### src/pif_pkg.sv
// Package: register map, field layout and reset values of the peripheral interrupt flags
package pif_pkg;

    // ========================================================================
    // Register bus geometry
    // ========================================================================
    localparam int PIF_ADDR_W = 4;
    localparam int PIF_DATA_W = 8;

    typedef logic [PIF_ADDR_W-1:0] pif_addr_t;
    typedef logic [PIF_DATA_W-1:0] pif_byte_t;

    // ========================================================================
    // Register offsets
    // ========================================================================
    localparam pif_addr_t PIF_OFS_CORE_CTRL = 4'h0; // core_irq_control
    localparam pif_addr_t PIF_OFS_ENABLE_1  = 4'h1; // periph_irq_enable_1
    localparam pif_addr_t PIF_OFS_ENABLE_2  = 4'h2; // periph_irq_enable_2
    localparam pif_addr_t PIF_OFS_ENABLE_3  = 4'h3; // periph_irq_enable_3
    localparam pif_addr_t PIF_OFS_REQUEST_1 = 4'h4; // periph_irq_request_1
    localparam pif_addr_t PIF_OFS_REQUEST_2 = 4'h5; // periph_irq_request_2
    localparam pif_addr_t PIF_OFS_REQUEST_3 = 4'h6; // periph_irq_request_3
    localparam pif_addr_t PIF_OFS_EVT_STAT  = 4'h7; // Sticky event status, write one to clear
    localparam pif_addr_t PIF_OFS_EVT_MASK  = 4'h8; // Event mask, same layout
    localparam pif_addr_t PIF_OFS_SUMMARY   = 4'h9; // Read-only live state

    // ========================================================================
    // Field positions
    // ========================================================================
    localparam int PIF_BIT_GLOBAL_GATE = 7;     // global_irq_gate
    localparam int PIF_BIT_PERIPH_GATE = 6;     // peripheral_irq_gate
    localparam int PIF_BIT_SERIAL_RX   = 5;     // serial_rx_pending in request 1
    localparam int PIF_BIT_SERIAL_TX   = 4;     // serial_tx_pending in request 1
    localparam int PIF_BIT_OUTGEN      = 5;     // outgen_shutdown in register set 3
    localparam int PIF_BIT_ZERO_CROSS  = 4;     // zero_cross in register set 3
    localparam int PIF_EVT_FLAG_SET    = 0;     // A source set a request flag
    localparam int PIF_EVT_RO_WRITE    = 1;     // Software tried to change a read-only flag
    localparam int PIF_EVT_REQ_RISE    = 2;     // Combined peripheral request rose
    localparam int PIF_SUM_PERIPH_REQ  = 0;     // Summary: combined request
    localparam int PIF_SUM_ANY_FLAG    = 1;     // Summary: any flag pending

    // ========================================================================
    // Implemented, writable and source-owned bit masks
    // ========================================================================
    localparam pif_byte_t PIF_CTRL_MASK   = 8'hC0;
    localparam pif_byte_t PIF_SET1_MASK   = 8'hFF;
    localparam pif_byte_t PIF_SET2_MASK   = 8'hEF;
    localparam pif_byte_t PIF_SET3_MASK   = 8'h37;
    localparam pif_byte_t PIF_REQ1_WRMASK = 8'hCF;
    localparam pif_byte_t PIF_REQ1_LEVEL  = 8'h30;
    localparam pif_byte_t PIF_NO_LEVEL    = 8'h00;
    localparam pif_byte_t PIF_EVT_MASK    = 8'h07;

    // ========================================================================
    // Reset values
    // ========================================================================
    localparam pif_byte_t PIF_RST_VALUE   = 8'h00;
    localparam pif_byte_t PIF_READ_ZERO   = 8'h00;

endpackage

### src/pif_flag_reg.sv
// One eight-bit request register: source set, software write, source-owned levels
`timescale 1ns/1ps

module pif_flag_reg
    import pif_pkg::*;
#(
    parameter pif_byte_t IMPL_MASK = 8'hFF,
    parameter pif_byte_t WR_MASK   = 8'hFF,
    parameter pif_byte_t LVL_MASK  = 8'h00
)
(
    input  wire logic      clk_sys_i,
    input  wire logic      nrst_i,
    input  wire pif_byte_t set_i,
    input  wire pif_byte_t level_i,
    input  wire logic      wr_i,
    input  wire pif_byte_t wdata_i,
    output pif_byte_t      flags_o
);

    pif_byte_t                 flags_r;
    wire [PIF_DATA_W-1:0]      flags_nxt;

    // ========================================================================
    // Flag next state
    // ========================================================================
    // Per-bit priority: source level, then source set, then software write.
    // Set beats a same-cycle clear so an event is never lost.
    genvar b;
    generate
        for (b = 0; b < PIF_DATA_W; b++)
        begin : g_bit
            if (!IMPL_MASK[b])
            begin : g_unused
                assign flags_nxt[b] = 1'b0;
            end
            else if (LVL_MASK[b])
            begin : g_level
                assign flags_nxt[b] = level_i[b];
            end
            else
            begin : g_sticky
                assign flags_nxt[b] = set_i[b]
                                      | ((wr_i && WR_MASK[b]) ? wdata_i[b] : flags_r[b]);
            end
        end
    endgenerate

    // One register for the whole byte keeps every bit on a single driver
    always_ff @(posedge clk_sys_i)
    begin
        if (!nrst_i)
            flags_r <= PIF_RST_VALUE;
        else
            flags_r <= flags_nxt;
    end

    assign flags_o = flags_r;

endmodule

### src/pif_top.sv
// Peripheral interrupt flags: enables, request flags, gating toward the core
//
// Operation
// Peripheral gate clear blocks every peripheral interrupt
// Flags set on event regardless of enables
// Software clears flags before enabling sources
// Unused bits ignore writes, read zero
// All enables and flags reset to zero
// Flag one means pending, zero not
// Enable one allows source, zero blocks
// Enable set three bit layout
// Request set three bit layout
// Request set one bit layout
// Serial receive, transmit flags read-only
// Request set two bit layout
// Combined request: flag, enable, peripheral gate
// Writes store flag; read-only cleared by source
//
// Added by the designer: the address-and-strobe port and the register offsets.
`timescale 1ns/1ps

module pif_top
    import pif_pkg::*;
(
    input  wire logic      clk_sys_i,
    input  wire logic      nrst_i,
    input  wire pif_addr_t addr_i,
    input  wire pif_byte_t wdata_i,
    input  wire logic      wr_i,
    input  wire logic      rd_i,
    output pif_byte_t      rdata_o,
    input  wire pif_byte_t req1_evt_i,
    input  wire pif_byte_t req2_evt_i,
    input  wire pif_byte_t req3_evt_i,
    input  wire logic      serial_rx_pending_i,
    input  wire logic      serial_tx_pending_i,
    output logic           periph_irq_o,
    output logic           global_irq_gate_o,
    output logic           peripheral_irq_gate_o,
    output logic           irq_o
);

    // ========================================================================
    // Declarations
    // ========================================================================
    pif_byte_t ctrl_r;
    pif_byte_t enable_r [3];
    pif_byte_t request [3];
    pif_byte_t evt_r [3];
    pif_byte_t evt_stat_r;
    pif_byte_t evt_mask_r;
    pif_byte_t evt_stat_nxt;
    pif_byte_t rdata_r;
    pif_byte_t rdata_nxt;
    pif_byte_t level_req1;
    logic      periph_req_r;
    logic      periph_req_nxt;
    logic      irq_r;
    logic      any_match;
    logic      any_flag;
    logic      any_set;
    logic      ro_write;

    // Register select, used by every write path and by the assertions; the read mux decodes addr_i itself
    function automatic logic hit(input pif_addr_t a, input pif_addr_t ofs, input logic stb);
        hit = stb && (a == ofs);
    endfunction

    // Implemented-bit mask of each of the three register sets
    function automatic pif_byte_t set_mask(input int idx);
        case (idx)
            0:       set_mask = PIF_SET1_MASK;
            1:       set_mask = PIF_SET2_MASK;
            default: set_mask = PIF_SET3_MASK;
        endcase
    endfunction

    // ========================================================================
    // Core control register
    // ========================================================================
    // Only the two gate bits live here; the other bits belong elsewhere and read zero
    always_ff @(posedge clk_sys_i)
    begin
        if (!nrst_i)
            ctrl_r <= PIF_RST_VALUE;
        else if (hit(addr_i, PIF_OFS_CORE_CTRL, wr_i))
            ctrl_r <= wdata_i & PIF_CTRL_MASK;
    end

    // ========================================================================
    // Enable registers
    // ========================================================================
    // Writes are masked so unused positions never hold a one
    genvar i;
    generate
        for (i = 0; i < 3; i++)
        begin : g_enable
            always_ff @(posedge clk_sys_i)
            begin
                if (!nrst_i)
                    enable_r[i] <= PIF_RST_VALUE;
                else if (hit(addr_i, PIF_OFS_ENABLE_1 + pif_addr_t'(i), wr_i))
                    enable_r[i] <= wdata_i & set_mask(i);
            end
        end
    endgenerate

    // ========================================================================
    // Request registers
    // ========================================================================
    // Serial receive/transmit flags mirror the serial unit's own state
    assign level_req1 = {2'b00, serial_rx_pending_i, serial_tx_pending_i, 4'h0};
    assign evt_r[0]   = req1_evt_i;
    assign evt_r[1]   = req2_evt_i;
    assign evt_r[2]   = req3_evt_i;

    pif_flag_reg #(
        .IMPL_MASK (PIF_SET1_MASK),
        .WR_MASK   (PIF_REQ1_WRMASK),
        .LVL_MASK  (PIF_REQ1_LEVEL)
    ) u_req1 (
        .clk_sys_i (clk_sys_i),
        .nrst_i    (nrst_i),
        .set_i     (req1_evt_i),
        .level_i   (level_req1),
        .wr_i      (hit(addr_i, PIF_OFS_REQUEST_1, wr_i)),
        .wdata_i   (wdata_i),
        .flags_o   (request[0])
    );

    pif_flag_reg #(
        .IMPL_MASK (PIF_SET2_MASK),
        .WR_MASK   (PIF_SET2_MASK),
        .LVL_MASK  (PIF_NO_LEVEL)
    ) u_req2 (
        .clk_sys_i (clk_sys_i),
        .nrst_i    (nrst_i),
        .set_i     (req2_evt_i),
        .level_i   (PIF_READ_ZERO),
        .wr_i      (hit(addr_i, PIF_OFS_REQUEST_2, wr_i)),
        .wdata_i   (wdata_i),
        .flags_o   (request[1])
    );

    pif_flag_reg #(
        .IMPL_MASK (PIF_SET3_MASK),
        .WR_MASK   (PIF_SET3_MASK),
        .LVL_MASK  (PIF_NO_LEVEL)
    ) u_req3 (
        .clk_sys_i (clk_sys_i),
        .nrst_i    (nrst_i),
        .set_i     (req3_evt_i),
        .level_i   (PIF_READ_ZERO),
        .wr_i      (hit(addr_i, PIF_OFS_REQUEST_3, wr_i)),
        .wdata_i   (wdata_i),
        .flags_o   (request[2])
    );

    // ========================================================================
    // Combined request toward the core
    // ========================================================================
    // Registered, so the core sees it one cycle after the flag lands
    always_comb
    begin
        any_match = 1'b0;
        any_flag  = 1'b0;
        any_set   = 1'b0;
        for (int k = 0; k < 3; k++)
        begin
            any_match = any_match | (|(request[k] & enable_r[k]));
            any_flag  = any_flag | (|request[k]);
            any_set   = any_set | (|(evt_r[k] & set_mask(k)));
        end
        periph_req_nxt = any_match && ctrl_r[PIF_BIT_PERIPH_GATE];
    end

    always_ff @(posedge clk_sys_i)
    begin
        if (!nrst_i)
            periph_req_r <= 1'b0;
        else
            periph_req_r <= periph_req_nxt;
    end

    // ========================================================================
    // Event status, mask and interrupt line
    // ========================================================================
    // A write that tries to flip a source-owned flag is refused and reported
    assign ro_write = hit(addr_i, PIF_OFS_REQUEST_1, wr_i)
                      && (((wdata_i ^ request[0]) & PIF_REQ1_LEVEL) != PIF_READ_ZERO);

    // Set wins over a same-cycle write-one-to-clear
    always_comb
    begin
        evt_stat_nxt = evt_stat_r;
        if (hit(addr_i, PIF_OFS_EVT_STAT, wr_i))
            evt_stat_nxt = evt_stat_nxt & ~wdata_i;
        evt_stat_nxt[PIF_EVT_FLAG_SET] = evt_stat_nxt[PIF_EVT_FLAG_SET] | any_set;
        evt_stat_nxt[PIF_EVT_RO_WRITE] = evt_stat_nxt[PIF_EVT_RO_WRITE] | ro_write;
        evt_stat_nxt[PIF_EVT_REQ_RISE] = evt_stat_nxt[PIF_EVT_REQ_RISE]
                                         | (periph_req_nxt & ~periph_req_r);
        evt_stat_nxt = evt_stat_nxt & PIF_EVT_MASK;
    end

    always_ff @(posedge clk_sys_i)
    begin
        if (!nrst_i)
            evt_stat_r <= PIF_RST_VALUE;
        else
            evt_stat_r <= evt_stat_nxt;
    end

    always_ff @(posedge clk_sys_i)
    begin
        if (!nrst_i)
            evt_mask_r <= PIF_RST_VALUE;
        else if (hit(addr_i, PIF_OFS_EVT_MASK, wr_i))
            evt_mask_r <= wdata_i & PIF_EVT_MASK;
    end

    // Level output, registered on the same edge as the status it reflects
    always_ff @(posedge clk_sys_i)
    begin
        if (!nrst_i)
            irq_r <= 1'b0;
        else
            irq_r <= |(evt_stat_nxt & evt_mask_r);
    end

    // ========================================================================
    // Read path
    // ========================================================================
    // Data stand in the cycle after the strobe only; unmapped offsets read zero
    always_comb
    begin
        rdata_nxt = PIF_READ_ZERO;
        if (rd_i)
        begin
            case (addr_i)
                PIF_OFS_CORE_CTRL: rdata_nxt = ctrl_r;
                PIF_OFS_ENABLE_1:  rdata_nxt = enable_r[0];
                PIF_OFS_ENABLE_2:  rdata_nxt = enable_r[1];
                PIF_OFS_ENABLE_3:  rdata_nxt = enable_r[2];
                PIF_OFS_REQUEST_1: rdata_nxt = request[0];
                PIF_OFS_REQUEST_2: rdata_nxt = request[1];
                PIF_OFS_REQUEST_3: rdata_nxt = request[2];
                PIF_OFS_EVT_STAT:  rdata_nxt = evt_stat_r;
                PIF_OFS_EVT_MASK:  rdata_nxt = evt_mask_r;
                PIF_OFS_SUMMARY:   rdata_nxt = {6'h00, any_flag, periph_req_r};
                default:           rdata_nxt = PIF_READ_ZERO;
            endcase
        end
    end

    always_ff @(posedge clk_sys_i)
    begin
        if (!nrst_i)
            rdata_r <= PIF_RST_VALUE;
        else
            rdata_r <= rdata_nxt;
    end

    // ========================================================================
    // Outputs
    // ========================================================================
    assign rdata_o               = rdata_r;
    assign periph_irq_o          = periph_req_r;
    assign global_irq_gate_o     = ctrl_r[PIF_BIT_GLOBAL_GATE];
    assign peripheral_irq_gate_o = ctrl_r[PIF_BIT_PERIPH_GATE];
    assign irq_o                 = irq_r;

    // ========================================================================
    // Assertions
    // ========================================================================
    property p_gate_blocks;
        @(posedge clk_sys_i) disable iff (!nrst_i)
        !ctrl_r[PIF_BIT_PERIPH_GATE] |=> !periph_irq_o;
    endproperty
    a_gate_blocks: assert property (p_gate_blocks)
        else $error("Peripheral request raised with the peripheral gate clear");

    property p_set_on_event;
        @(posedge clk_sys_i) disable iff (!nrst_i)
        (req2_evt_i[7] && !ctrl_r[PIF_BIT_GLOBAL_GATE] && !enable_r[1][7])
        |=> request[1][7] ##1 (request[1][7] || $past(hit(addr_i, PIF_OFS_REQUEST_2, wr_i)));
    endproperty
    a_set_on_event: assert property (p_set_on_event)
        else $error("Request flag not set by its source event");

    property p_unused_zero;
        @(posedge clk_sys_i) disable iff (!nrst_i)
        hit(addr_i, PIF_OFS_ENABLE_3, wr_i) |=> (enable_r[2] & ~PIF_SET3_MASK) == 8'h00;
    endproperty
    a_unused_zero: assert property (p_unused_zero)
        else $error("Unused enable bit holds a one");

    property p_reset_clear;
        @(posedge clk_sys_i) disable iff (!nrst_i)
        $rose(nrst_i) |-> (enable_r[0] == 8'h00 && enable_r[2] == 8'h00
                           && request[1] == 8'h00 && request[2] == 8'h00 && !periph_irq_o);
    endproperty
    a_reset_clear: assert property (p_reset_clear)
        else $error("Enable or request not zero after reset");

    property p_read_flags;
        @(posedge clk_sys_i) disable iff (!nrst_i)
        hit(addr_i, PIF_OFS_REQUEST_3, rd_i) |=> rdata_o == $past(request[2]);
    endproperty
    a_read_flags: assert property (p_read_flags)
        else $error("Read of request set three returned the wrong value");

    property p_enable_blocks;
        @(posedge clk_sys_i) disable iff (!nrst_i)
        ((request[0] & enable_r[0]) == 8'h00 && (request[1] & enable_r[1]) == 8'h00
         && (request[2] & enable_r[2]) == 8'h00) |=> !periph_irq_o;
    endproperty
    a_enable_blocks: assert property (p_enable_blocks)
        else $error("Request passed with no enabled flag pending");

    property p_set3_layout;
        @(posedge clk_sys_i) disable iff (!nrst_i)
        (hit(addr_i, PIF_OFS_REQUEST_3, wr_i) && wdata_i == 8'hFF) |=> request[2] == 8'h37;
    endproperty
    a_set3_layout: assert property (p_set3_layout)
        else $error("Request set three layout wrong");

    property p_serial_ro;
        @(posedge clk_sys_i) disable iff (!nrst_i)
        (hit(addr_i, PIF_OFS_REQUEST_1, wr_i) && serial_rx_pending_i && !serial_tx_pending_i)
        |=> request[0][PIF_BIT_SERIAL_RX] && !request[0][PIF_BIT_SERIAL_TX];
    endproperty
    a_serial_ro: assert property (p_serial_ro)
        else $error("Serial flag followed a software write");

    property p_set2_gap;
        @(posedge clk_sys_i) disable iff (!nrst_i)
        hit(addr_i, PIF_OFS_REQUEST_2, wr_i) |=> !request[1][4];
    endproperty
    a_set2_gap: assert property (p_set2_gap)
        else $error("Unused bit of request set two is set");

    property p_combined;
        @(posedge clk_sys_i) disable iff (!nrst_i)
        (ctrl_r[PIF_BIT_PERIPH_GATE] && (request[2] & enable_r[2]) != 8'h00) |=> periph_irq_o;
    endproperty
    a_combined: assert property (p_combined)
        else $error("Enabled pending flag did not raise the peripheral request");

    property p_sw_clear;
        @(posedge clk_sys_i) disable iff (!nrst_i)
        (hit(addr_i, PIF_OFS_REQUEST_2, wr_i) && wdata_i == 8'h00 && req2_evt_i == 8'h00)
        |=> request[1] == 8'h00;
    endproperty
    a_sw_clear: assert property (p_sw_clear)
        else $error("Software write did not clear request set two");

endmodule

### config.mk
export PLATFORM = sky130hd
export DESIGN_NAME = pif_top
export DESIGN_NICKNAME = d
export VERILOG_FILES = /design/src/pif_pkg.sv /design/src/pif_flag_reg.sv /design/src/pif_top.sv
export SDC_FILE = /design/constraint.sdc
export NUM_CORES = 1
export LEC_CHECK = 0
export BUFFER_PORTS_ARGS = -buffer_cell sky130_fd_sc_hd__buf_4
export CORE_MARGIN = 5
export CORE_UTILIZATION = 26
export DETAILED_ROUTE_END_ITERATION = 8
export PLACE_DENSITY_LB_ADDON = 0.1
export SYNTH_ARGS = -nofsm -noshare
export SYNTH_HDL_FRONTEND = slang
export SYNTH_SLANG_ARGS = --single-unit
### constraint.sdc
create_clock -name clk_sys_i -period 1.8 [get_ports clk_sys_i]
set_input_delay 0.18 -clock clk_sys_i [delete_from_list [all_inputs] [get_ports clk_sys_i]]
set_output_delay 0.18 -clock clk_sys_i [all_outputs]
set_load 0.03 [all_outputs]
Word level (Yosys, flattened, before mapping)
Memory sizes are Yosys's and may differ from the RTL's.
Index checks and enable logic that the tools add are counted.
{"block": "word_totals", "ff_bits": 42, "ramBits": 24, "inputBits": 42, "output_inout_bits": 12, "wordCells": 117, "n_memories": 1}
{"name": "enable_r", "depth": 3, "word_bits": 8, "rd": 3, "rd_clocked_by_memory_dff": 0, "write_ports": 3, "line": "pif_top.sv:47", "source": "pif_byte_t enable_r [3];"}
{"block": "op_classes", "n_eq_ne": 9, "mux": 33, "n_bitwise": 39, "reduce_logical": 24}
{"op": "$pmux 8 s10", "n": 1}
{"op": "$reduce_or 8->1", "n": 8}
{"op": "$or 1x1->1", "n": 30}
{"op": "$mux 1", "n": 28}
{"op": "$and 8x8->8", "n": 3}
{"op": "$mux 8", "n": 3}
{"op": "$eq 4x3->1 const B", "n": 4}
{"op": "$logic_and 1x1->1", "n": 11}
{"op": "$eq 4x2->1 const B", "n": 2}
{"op": "$eq 4x4->1 const B", "n": 2}
{"op": "$reduce_bool 8->1", "n": 1}
{"op": "$reduce_or 7->1", "n": 1}
{"op": "$and 3x3->3", "n": 2}
{"op": "$xor 6x6->6", "n": 1}
{"op": "$reduce_or 5->1", "n": 1}
{"op": "$eq 4x1->1 const B", "n": 1}
{"op": "$logic_not 4->1", "n": 1}
{"op": "$mux 3", "n": 1}
{"op": "$not 3->3", "n": 1}
{"op": "$reduce_and 2->1", "n": 1}
{"op": "$and 1x1->1", "n": 1}
{"op": "$not 1->1", "n": 1}

Longest topological paths before layout
An unclocked memory read counts as a cell.
{"block": "depth", "depth_word": 10, "mapped_depth": 7, "ltp_nobuf": 5}

Cells and area by module
Synthesis repeated with hierarchy kept, for this count alone.
{"block": "unflattened", "cells_unflattened": 300, "area_unflattened_um2": 3110.5}
{"mod": "pif_top", "n_inst": 1, "cells_each": 234, "area_each_um2": 2250.9, "seq_area_each_um2": 960.9}
{"mod": "pif_flag_reg (u_req2)", "n_inst": 1, "cells_each": 24, "area_each_um2": 320.3, "seq_area_each_um2": 140.1}
{"mod": "pif_flag_reg (u_req1)", "n_inst": 1, "cells_each": 23, "area_each_um2": 319.1, "seq_area_each_um2": 160.2}
{"mod": "pif_flag_reg (u_req3)", "n_inst": 1, "cells_each": 19, "area_each_um2": 220.2, "seq_area_each_um2": 100.1}

Worst setup path after synthesis
No wires, ideal clock.
{"block": "synth_path", "kind": "input port to flip-flop", "from": "in addr_i[0]", "to": "reg u_req3.flags_r[0] (netlist: u_req3.flags_o[0])", "setup_ns": 0.115, "t_arrival_ns": 1.271, "required_ns": 1.685, "path_slack_ns": 0.414, "cell_stages": 6, "path_buffers": 1, "cell_sequence": "buf_4 inv_1 nand2_2 nor2_4 mux2_2 o21a_1"}
{"block": "synth_via", "elab_chain_cells": 4}
{"item": "start: declaration", "line": "pif_top.sv:27", "source": "input wire pif_addr_t addr_i,"}
{"item": "$eq 4x3->1", "line": "pif_top.sv:66", "source": "hit = stb && (a == ofs);"}
{"item": "$logic_and 1x1->1", "line": "pif_top.sv:66"}
{"item": "$mux 1", "line": "pif_flag_reg.sv:44", "source": "| ((wr_i && WR_MASK[b]) ? wdata_i[b] : flags_r[b]);"}
{"item": "$or 1x1->1", "line": "pif_flag_reg.sv:44"}
{"item": "end signal: assignment", "line": "pif_flag_reg.sv:55", "source": "flags_r <= flags_nxt;"}
{"item": "end: declaration", "line": "pif_flag_reg.sv:21", "source": "pif_byte_t flags_r;"}
No other way between the ends.
A chain may end at the register's enable or synchronous reset.

==> metrics <==
dpl hpwl 7.39 mm; core area 10,900 um2; wire per inst 20.1 um; slowest cell on the critical path edfxtp_1; clock skew 0.00569 ns; Lkg Pwr 1.46 nW; Post-CTS Hold Buffers 0; H-tree depth 3; PostCTS Resize Cnt 0; Slew headroom 67.7%; Die W 116 um; max-cap violations 0; M1 wire length 4.78 mm; critical path type reg2reg; total number of vias 2,438; RSZ-0062 raised after global routing no; IO Pins 54; routed wl met3 503 um; Tmin final 1.65 ns; vias in the first global route 2,496; Post-synth EDFFs 20; fraction of registers with async set/reset 0%; pin count of the biggest net entering global routing 25; outcome finished, final reports clean; FF+latch count, synth 58; chip height 116 um; Max Freq 607 MHz; Port Buffers 49; Sink Count 58; metal2 WL 4.24 mm; Mapped Nets 318; Top FF cell, synth dfxtp_1; total die area 13,400 um2; VDD IR-drop max 0.306 mV; post-CTS setup buffers 0; Pwr Density 906 nW/um2; syn_area_per_cell 10.6 um2; Worst-Margin Slew 0.472 ns; Ys Warns 0; CP Launch Type register; initial antenna violation count 0; layout cells sized above 1 31.5%; fin crit share 91.6%; CTS tree built; post-synthesis sequential area ratio 46.6%; Slew Viols, Final 0; Worst Path Arrival 1.83 ns; HP Class in2reg; Seq. cell area 1360 um2; worst-skew pair later-pin latency 0.33 ns; Routed Antenna Nets 0; Final setup viols 0; CTS Buffer Depth 2; area of the multi-input gates 1480 um2; # nets final 380; WL final 9.71 mm; Worst Setup End Kind register; Root Buffer clkbuf_16; initial core utilization 26.7%; Row Count 38; Antenna diodes 0; cell area after layout 3770 um2; global route total overflow 0; cts bufs inserted 9; Clk pin slew, worst setup/hold paths 0.05 ns; worst-path cell chain a22o_1, a221oi_1, and3_1, a211o_1, o2111ai_1; Residual DRC 0; wire length of the first global-routing pass 15.2 mm; fillers 1,170; Worst path max stage delay 0.38 ns; placed cell area 3500 um2; post-synthesis cell count 276; Setup TNS Final 0 ns; crit path max fanout 2; Synth cell types 50; uppermost layer routed met4; Starting DRT DRC Count 142; drt via density 5.05; final hold vios 0; WP data required 1.98 ns; synthesized cell area 2920 um2; GRT Total Usage 15.5%; Placer Congestion 0.859; Area growth, synth to finish 29.1%; drt first pass iters 4
==> worst paths after layout <==
check / startpoint / to / slack, ns / depth (start not counted)
min: serial_tx_pending_i / u_req1.flags_o[4] / 0.06 / 2
min reg2reg: ctrl_r[7] / ctrl_r[7] / 0.50 / 2
max: enable_r[0][4] / irq_o / 0.15 / 5
max reg2reg: enable_r[0][4] / irq_o / 0.15 / 5
==> where the power goes <==
part	leakage [nW]	internal [mW]	switching, mW	total [mW]
logic	0.820	0.192	0.207	0.399
clock network	0.134	0.955	0.570	1.52
registers	0.505	1.43	0.0674	1.49
total	1.46	2.57	0.844	3.42
==> routing by layer <==
| layer | GRT usage (%) | vias to the layer above |
|---|---|---|
| met5 | 0 | - |
| met4 | 6.34 | 0 |
| met3 | 3.34 | 14 |
| met2 | 22.5 | 68 |
| met1 | 22.1 | 1182 |
| li1 | - | 1174 |
==> Yosys cell counts, types with 2 or more instances <==
cell,instances,share of area [%]
a22o_1,4,1.2
o21a_1,18,4.6
clkbuf_1,4,0.51
nor3_1,5,0.86
a21oi_1,9,1.5
xnor2_1,2,0.60
nand3_1,13,2.2
and2_1,22,4.7
a22oi_1,8,2.1
nor2b_1,4,0.86
nor2_4,2,0.77
edfxtp_1,20,21
a21boi_0,3,0.77
nand3b_1,2,0.51
o21ai_0,2,0.34
nor4_1,12,2.6
dfxtp_1,38,26
mux2_2,20,7.7
and3_1,5,1.1
nand2b_4,2,0.94
buf_4,3,0.77
inv_1,3,0.39
nor2_1,10,1.3
buf_2,5,0.86
a211oi_1,2,0.51
a221oi_1,8,2.4
nand2_1,19,2.4
mux2i_1,9,3.1
==> area by class of cell <==
type | instances | area share (%)
Sequential cell | 58 | 36.1
Tap cell | 140 | 4.65
Multi-Input combinational cell | 203 | 39.4
Clock buffer | 12 | 6.54
Inverter | 3 | 0.299
Timing Repair Buffer | 63 | 12.5
Clock inverter | 4 | 0.498
==> critical path: cells and delay by family (launching register included) <==
kind	cells	cell delay (ns)
AOI/OAI and AO/OA	4	0.85
and+or+nand+nor	1	0.28
DFF	1	0.38
==> stage by stage <==
| stage | hold slack, ns | power (mW) | utilization (%) | cells | setup WS, ns |
|---|---|---|---|---|---|
| floorplan | 0.304 | 1.71 | - | 276 | 0.414 |
| global placement | 0.389 | 1.92 | 32.0 | 467 | 0.0809 |
| detailed placement | 0.400 | 1.92 | 32.0 | 467 | 0.0741 |
| CTS | 0.0600 | 3.45 | 34.5 | 483 | 0.152 |
| global route | 0.0598 | 3.56 | 34.5 | 483 | 0.0942 |
| finish | 0.0627 | 3.42 | 34.5 | 483 | 0.151 |
==> cells in the final DEF (no fill, tap or decap), drive strengths merged, types with 2 or more instances in the layout <==
master | Yosys | final
nor2b | 4 | 4
a211oi | 2 | 2
mux2i | 9 | 9
and2 | 22 | 22
a22o | 4 | 4
a221oi | 8 | 8
nor2 | 13 | 13
clkbuf | 4 | 12
edfxtp | 20 | 20
xnor2 | 2 | 2
dfxtp | 38 | 38
nand2 | 20 | 20
mux2 | 21 | 21
a21oi | 9 | 9
nand3b | 3 | 3
o21ai | 2 | 2
buf | 8 | 63
a2111oi | 2 | 2
nor3 | 6 | 6
a22oi | 8 | 8
and3 | 5 | 5
inv | 3 | 3
nor4 | 13 | 13
nand3 | 14 | 14
a21boi | 3 | 3
nand2b | 2 | 2
o21a | 18 | 18
clkinv | 0 | 4
==> cell families after synthesis <==
kind of cell / share of synthesized area [%]
xor+xnor: 0.600
flops: 46.6
simple gates: 21.7
buf+inv: 2.53
compound gates: 16.5
mux: 12.0
==> sequential cells by signal, indices dropped and copies added (netlist names) <==
register,count
periph_irq_o,1
evt_stat_r,3
irq_o,1
enable_r,20
ctrl_r,2
u_req2.flags_o,7
rdata_o,8
u_req1.flags_o,8
u_req3.flags_o,5
evt_mask_r,3
No activity file was read; power rests on OpenSTA's default activity.
